### config.mk
export PLATFORM = sky130hd
export DESIGN_NAME = binary_dev_flat
export DESIGN_NICKNAME = d
export VERILOG_FILES = /design/src/binary_pkg.sv /design/src/binary_if.sv /design/src/binary_dev.sv /design/src/flat_wrapper.sv
export SDC_FILE = /design/constraint.sdc
export NUM_CORES = 1
export LEC_CHECK = 0
export BUFFER_PORTS_ARGS = -buffer_cell sky130_fd_sc_hd__buf_2
export CAP_MARGIN = 20
export CORE_AREA = 10 10 47 49
export DETAILED_ROUTE_END_ITERATION = 10
export DIE_AREA = 0 0 57 59
export HOLD_SLACK_MARGIN = 0.15
export PLACE_DENSITY = 0.66
export RECOVER_POWER = 50
export SLEW_MARGIN = 20
export SYNTH_ARGS = -nofsm -noshare
export SYNTH_HDL_FRONTEND = slang
export SYNTH_SLANG_ARGS = --single-unit
### constraint.sdc
create_clock -name clock -period 2.6 [get_ports clock]
set_input_delay 0.26 -clock clock [delete_from_list [all_inputs] [get_ports clock]]
set_output_delay 0.26 -clock clock [all_outputs]
set_load 0.02 [all_outputs]
### src/binary_pkg.sv
// shared constants and types for the edge-triggered binary family
// assumes a single 100 MHz system clock on both ends
package binary_pkg;

  // which member of the family the element behaves as
  typedef enum logic [2:0] {
    var_ms,        // master-slave j-k, falling edge
    var_gated_jk,  // single gated j-k, rising edge
    var_dual_d,    // d element, rising edge
    var_ac_sep,    // capacitively coupled j-k, own clock, clear only
    var_ac_com,    // capacitively coupled j-k, common clock, set and clear
    var_hs_jk,     // high-speed gated j-k, falling edge, master locked at rise
    var_sc,        // stored-charge j-k, falling edge
    var_rst        // rs/t element, falling edge, active-low clocked inputs
  } variant_t;

  localparam int unsigned CLK_PERIOD_NS  = 10;
  // least width of each binary clock phase
  localparam int unsigned BCLK_HIGH_NS   = 20;
  localparam int unsigned BCLK_LOW_NS    = 20;
  // least time a direct input is held low
  localparam int unsigned DIRECT_NS      = 20;
  localparam int unsigned BCLK_HIGH_CYC  = (BCLK_HIGH_NS + CLK_PERIOD_NS - 1) / CLK_PERIOD_NS;
  localparam int unsigned BCLK_LOW_CYC   = (BCLK_LOW_NS + CLK_PERIOD_NS - 1) / CLK_PERIOD_NS;
  localparam int unsigned DIRECT_CYC     = (DIRECT_NS + CLK_PERIOD_NS - 1) / CLK_PERIOD_NS;
  localparam int unsigned CNT_W          = 4;
  localparam logic        Q_RST          = 1'b0;

endpackage

### src/binary_if.sv
// pins between the binary element and the logic that drives it
// assumes both ends share the system clock
`timescale 1ns/100ps
interface binary_if;
  import binary_pkg::*;
  variant_t variant;
  logic     bclk;
  logic     j;
  logic     k;
  logic     jbar;
  logic     kbar;
  logic     d;
  logic     cset_n;
  logic     cclr_n;
  logic     dset_n;
  logic     dclr_n;
  logic     q;
  logic     q_n;

  modport dev (
    input  variant, bclk, j, k, jbar, kbar, d, cset_n, cclr_n, dset_n, dclr_n,
    output q, q_n
  );
  modport drv (
    output variant, bclk, j, k, jbar, kbar, d, cset_n, cclr_n, dset_n, dclr_n,
    input  q, q_n
  );
endinterface

### src/binary_dev.sv
// the binary element: one storage element whose behaviour follows the selected variant
// assumes the driving logic runs on the same clock, so pins are not synchronised
//
// Overview of operation
// - master-slave outputs change only on falling edge
// - master follows j and k while clock high
// - master copied to slave on falling edge
// - driver holds j, k steady while clock high
// - gated j-k and d update on rising edge
// - rising-edge types ignore inputs once clock high
// - capacitively coupled j-k update on falling edge
// - driver settles j, k before rise, holds to fall
// - high-speed j-k falls, master locked after rise
// - stored-charge falls; driver holds j, k rise-to-fall
// - driver holds clocked set/clear steady while high
// - driver ties unused inverted j, k low
// - rs/t direct inputs act on logic zero
// - master-slave direct inputs act at any clock level
// - gated j-k direct set/clear force true output
// - driver asserts gated j-k direct only clock low
// - direct during clock high may drop both outputs
// - afterwards gated j-k reverts to earlier state
// - coupled j-k clear any level; set common only
// - d and high-speed direct inputs force at once
// - stored-charge direct inputs act at any level
`timescale 1ns/100ps
module binary_dev (
  // system
  input  wire logic clock,
  input  wire logic rst,
  // pins
  binary_if.dev     pins
);
  import binary_pkg::*;

  logic bclk_d_r;
  logic master_r;
  logic master_nxt;
  logic state_r;
  logic state_nxt;
  logic q_r;
  logic qn_r;
  logic q_nxt;
  logic qn_nxt;
  logic rise;
  logic fall;
  logic j_eff;
  logic k_eff;
  logic set_hit;
  logic clr_hit;
  logic glitch;

  function automatic logic jk_next(input logic cur, input logic jj, input logic kk);
    unique case ({jj, kk})
      2'b00: jk_next = cur;
      2'b10: jk_next = 1'b1;
      2'b01: jk_next = 1'b0;
      2'b11: jk_next = ~cur;
    endcase
  endfunction

  // rs/t: low set sets, low clear clears, both low toggles
  function automatic logic rs_next(input logic cur, input logic s_n, input logic c_n);
    unique case ({s_n, c_n})
      2'b11: rs_next = cur;
      2'b01: rs_next = 1'b1;
      2'b10: rs_next = 1'b0;
      2'b00: rs_next = ~cur;
    endcase
  endfunction

  assign rise = pins.bclk & ~bclk_d_r;
  assign fall = ~pins.bclk & bclk_d_r;

  // a high inverted input blocks the gating
  always_comb begin
    if (pins.variant == var_gated_jk || pins.variant == var_hs_jk) begin
      j_eff = pins.j & ~pins.jbar;
      k_eff = pins.k & ~pins.kbar;
    end else begin
      j_eff = pins.j;
      k_eff = pins.k;
    end
  end

  // own-clock coupled type has no direct set
  assign set_hit = ~pins.dset_n & (pins.variant != var_ac_sep);
  assign clr_hit = ~pins.dclr_n;

  // direct input on gated j-k while clock high
  assign glitch = (pins.variant == var_gated_jk) & pins.bclk & (set_hit | clr_hit);

  always_comb begin
    master_nxt = master_r;
    state_nxt  = state_r;
    unique case (pins.variant)
      var_ms: begin
        if (pins.bclk) begin
          master_nxt = jk_next(state_r, j_eff, k_eff);
        end
        if (fall) begin
          state_nxt = master_r;
        end
      end
      var_hs_jk: begin
        // master samples once at rise, then locked
        if (rise) begin
          master_nxt = jk_next(state_r, j_eff, k_eff);
        end
        if (fall) begin
          state_nxt = master_r;
        end
      end
      var_gated_jk: begin
        // one update per pulse at the rise
        if (rise) begin
          state_nxt = jk_next(state_r, j_eff, k_eff);
        end
      end
      var_dual_d: begin
        if (rise) begin
          state_nxt = pins.d;
        end
      end
      var_ac_sep, var_ac_com, var_sc: begin
        if (fall) begin
          state_nxt = jk_next(state_r, j_eff, k_eff);
        end
      end
      var_rst: begin
        if (fall) begin
          state_nxt = rs_next(state_r, pins.cset_n, pins.cclr_n);
        end
      end
    endcase
    // state held so it returns once released
    if (glitch) begin
      master_nxt = master_r;
      state_nxt  = state_r;
    // otherwise direct inputs win at any level, clear first
    end else if (clr_hit) begin
      master_nxt = 1'b0;
      state_nxt  = 1'b0;
    end else if (set_hit) begin
      master_nxt = 1'b1;
      state_nxt  = 1'b1;
    end
  end

  // complement tracks true output except in glitch
  always_comb begin
    if (glitch) begin
      q_nxt  = 1'b0;
      qn_nxt = 1'b0;
    end else begin
      q_nxt  = state_nxt;
      qn_nxt = ~state_nxt;
    end
  end

  always_ff @(posedge clock or posedge rst) begin
    if (rst) begin
      bclk_d_r <= 1'b0;
    end else begin
      bclk_d_r <= pins.bclk;
    end
  end

  always_ff @(posedge clock or posedge rst) begin
    if (rst) begin
      master_r <= Q_RST;
      state_r  <= Q_RST;
    end else begin
      master_r <= master_nxt;
      state_r  <= state_nxt;
    end
  end

  // outputs registered, so a forced value shows one clock later
  always_ff @(posedge clock or posedge rst) begin
    if (rst) begin
      q_r  <= Q_RST;
      qn_r <= ~Q_RST;
    end else begin
      q_r  <= q_nxt;
      qn_r <= qn_nxt;
    end
  end

  assign pins.q   = q_r;
  assign pins.q_n = qn_r;

endmodule

### src/flat_wrapper.sv
// flat-port wrapper written by rule: the top's interface ports become plain ports
module binary_dev_flat import binary_pkg::*;
  (clock, rst, pins_variant, pins_bclk, pins_j, pins_k, pins_jbar, pins_kbar, pins_d, pins_cset_n, pins_cclr_n, pins_dset_n, pins_dclr_n, pins_q, pins_q_n);
  binary_if pins_i ();
  input  wire logic clock;
  input  wire logic rst;
  input wire logic [$bits(pins_i.variant)-1:0] pins_variant;
  input wire logic [$bits(pins_i.bclk)-1:0] pins_bclk;
  input wire logic [$bits(pins_i.j)-1:0] pins_j;
  input wire logic [$bits(pins_i.k)-1:0] pins_k;
  input wire logic [$bits(pins_i.jbar)-1:0] pins_jbar;
  input wire logic [$bits(pins_i.kbar)-1:0] pins_kbar;
  input wire logic [$bits(pins_i.d)-1:0] pins_d;
  input wire logic [$bits(pins_i.cset_n)-1:0] pins_cset_n;
  input wire logic [$bits(pins_i.cclr_n)-1:0] pins_cclr_n;
  input wire logic [$bits(pins_i.dset_n)-1:0] pins_dset_n;
  input wire logic [$bits(pins_i.dclr_n)-1:0] pins_dclr_n;
  output wire logic [$bits(pins_i.q)-1:0] pins_q;
  output wire logic [$bits(pins_i.q_n)-1:0] pins_q_n;
  assign pins_i.variant = pins_variant;
  assign pins_i.bclk = pins_bclk;
  assign pins_i.j = pins_j;
  assign pins_i.k = pins_k;
  assign pins_i.jbar = pins_jbar;
  assign pins_i.kbar = pins_kbar;
  assign pins_i.d = pins_d;
  assign pins_i.cset_n = pins_cset_n;
  assign pins_i.cclr_n = pins_cclr_n;
  assign pins_i.dset_n = pins_dset_n;
  assign pins_i.dclr_n = pins_dclr_n;
  assign pins_q = pins_i.q;
  assign pins_q_n = pins_i.q_n;
  binary_dev u_core (.clock(clock), .rst(rst), .pins(pins_i));
endmodule
==> flow_summary.ini <==
[worst_setup_path]
worstSetupStartpointType = register
r2r_start = u_core.state_r
r2r.worst_path.cells = 5
cp.required_ns = 2.77
path_max_fanout = 12
crit_path_end_kind = register
regToRegEndpoint = u_core.pins.q_n
worst-setup-path-type = register to register
crit_arrival_ns = 1.80
worstSetupStartpoint = u_core.state_r
r2r_setup_slack_ns = 0.97
critPathCapture = u_core.pins.q_n

[finish]
multiInputGateArea_um2 = 340.3
final_common_cell = sky130_fd_sc_hd__buf_2
fill_cells = 148
final_design_area_no_fill_um2 = 605.6
mostFrequentLayoutCells = sky130_fd_sc_hd__buf_2, sky130_fd_sc_hd__nand2b_1, sky130_fd_sc_hd__a21oi_1
area_growth_pct = 21.91
antennaDiodeCount = 0
final_net_count = 93
final-seq-area_um2 = 126.4
drive_gt1_share_pct = 36.36

[route]
routed_wl_mm = 1.188
residual_drc_count = 0
dr.first_iter.drc_count = 4
via_per_inst = 5.183
num_vias = 482
detailed_router_iteration_count_before_antenna_repair = 3
route.detailed.wl_per_inst_um = 12.77
antenna_viol_nets_final = 0

[place]
detailed_place.area_um2 = 570.5
port_buffers = 16
dp_hpwl_um = 980.5
place.gp.congestion = 0.7797

[synth]
netlist_instances = 59
ys.warnings.count = 0
synth.lib_cells_used.distinct = 31
syn_area_cell_um2 = 8.419
most_common_flop_cell_mapped_by_yosys = sky130_fd_sc_hd__dfrtp_1
mappedNetlistArea_um2 = 496.7
asyncSetResetFlopFracSynth_pct = 100.0
yosysSeqAreaShare_pct = 25.44
yosys_register_bits = 5
synth-edff-count = 0
synth.net_count = 74

[sta]
maxSlewViolCount = 0
max_freq_mhz = 613.1
slew-limit-headroom_pct = 77.47
tns_ns = 0
tightestPinTransition_ns = 0.3379
finalCritPeriodShare_pct = 62.74
post-route-min-period_ns = 1.631
setup_viol = 0
final_hold_violations = 0
setup_repair_after_global_routing_missed_its_margin = false
fin_skew_ns = 0.003365

[floorplanning]
ios = 17
core.rowCount = 14
die_y_um = 59
core_area_um2 = 1401
floorplan.die.width_um = 57
initial_core_util_pct = 35.45
fp.dieArea_um2 = 3363

[clock_network]
tritoncts = done
clock_sink_count = 5
cts.clk_slew.worst_paths_ns = 0.04
cts_inserted_buffers = 3
ctsResizeCount = 0
cts-htree-levels = 1
max-clock-path-buffers = 2
worst_skew_pair.late_latency_ns = 0.24
cts-root-buf = sky130_fd_sc_hd__clkbuf_4

[global_route]
grt_first_pass_wirelength_mm = 2.063
grt_remaining_overflow = 0
vias_in_the_first_global_route = 495
grt_antenna_before_repair = 0
pin_count_of_the_biggest_net_entering_global_routing = 13
groute.usage.overall_pct = 7.465

[run_status]
status = complete, no violations

[power]
power_per_cell_area_nw_per_um2 = 430.5
p_leak_nw = 0.2780
max-vdd-ir-drop_mv = 0.3264

[flow_run]
cap_viol_max_count = 0

[worst_hold_path]
timing.hold.worst.class = primary input to register
## worst min-delay path by stage
stage | startpoint | slack [ns] | cells past startpoint | to
floorplan | rst | 0.04 | 1 | u_core.bclk_d_r
finish | pins_bclk | 0.24 | 1 | u_core.bclk_d_r
detailed placement | rst | 0.17 | 2 | u_core.master_r
CTS | pins_bclk | 0.19 | 1 | u_core.bclk_d_r
global placement | rst | 0.16 | 2 | u_core.bclk_d_r
global route | pins_bclk | 0.24 | 1 | u_core.bclk_d_r
## registers in the layout, summed over array words and instances, names as in the netlist
name / flops
u_core.master_r: 1
u_core.state_r: 1
u_core.bclk_d_r: 1
u_core.pins.q_n: 1
u_core.pins.q: 1
## what timing repair did
action | in CTS | in global routing
hold buffers | 1 | 0
setup buffers | 0 | 0
endpoints found under the hold margin | 5 | 0
## cell families after synthesis
group,after synthesis,share of synthesized area (%)
AO/OA/AOI/OAI,17,24.43
buffers and inverters,4,6.044
flip-flops,5,25.44
multiplexers,1,2.015
AND/OR/NAND/NOR,32,42.07
## metal layers
metal | vias to the layer above | part of all wire (%) | GRT usage [%] | wire, µm
li1 | 251 | - | - | -
met1 | 218 | 46 | 8.534 | 545
met2 | 11 | 48 | 11.63 | 565
met3 | 2 | 5.1 | 2.361 | 61
met4 | 0 | 1.4 | 5.034 | 17
met5 | - | 0 | 0 | 0
## where the power goes
part           total [mW]  switching, mW  internal, mW
clock network      0.0892         0.0312        0.0580
registers          0.0955        0.00848        0.0870
logic              0.0760         0.0388        0.0372
## metrics by stage
stage	setup slack, ns	utilization, %	cells	hold slack, ns	power, mW
after floorplan	1.167	-	59	0.03779	0.1509
after global placement	1.008	40.71	88	0.1619	0.1705
after detailed placement	0.9665	40.71	88	0.1659	0.1721
after CTS	0.9595	43.30	93	0.1948	0.2641
after global routing	0.8456	43.21	93	0.2416	0.2831
final	0.9688	43.21	93	0.2401	0.2607
## critical path, stage by stage, from the launching register on
cell and delay [ns]:
sky130_fd_sc_hd__dfrtp_1 0.53, sky130_fd_sc_hd__and4b_1 0.26, sky130_fd_sc_hd__a211oi_2 0.05, sky130_fd_sc_hd__a2111o_1 0.39, sky130_fd_sc_hd__and2_4 0.17, sky130_fd_sc_hd__a21o_1 0.17
## final cells by class
cell class,count,share of cell area (%)
flip-flops and latches,5,20.87
inverters,1,0.6198
well taps,16,3.306
repair buffers,17,14.67
clock buffers,4,4.339
multi-input cells,50,56.20
## cell usage after synthesis (2+ instances only)
library cell	instances	share of area [%]
sky130_fd_sc_hd__nand3b_1	4	6.0
sky130_fd_sc_hd__buf_4	2	3.0
sky130_fd_sc_hd__nand2b_1	6	7.6
sky130_fd_sc_hd__nor2b_1	2	2.5
sky130_fd_sc_hd__nand2_1	4	3.0
sky130_fd_sc_hd__and2b_2	4	7.1
sky130_fd_sc_hd__a21oi_1	5	5.0
sky130_fd_sc_hd__nand3_1	2	2.0
sky130_fd_sc_hd__nor2_1	4	3.0
sky130_fd_sc_hd__dfrtp_1	4	20
sky130_fd_sc_hd__o21bai_1	2	3.0
Power figures use the tool's default switching activity.
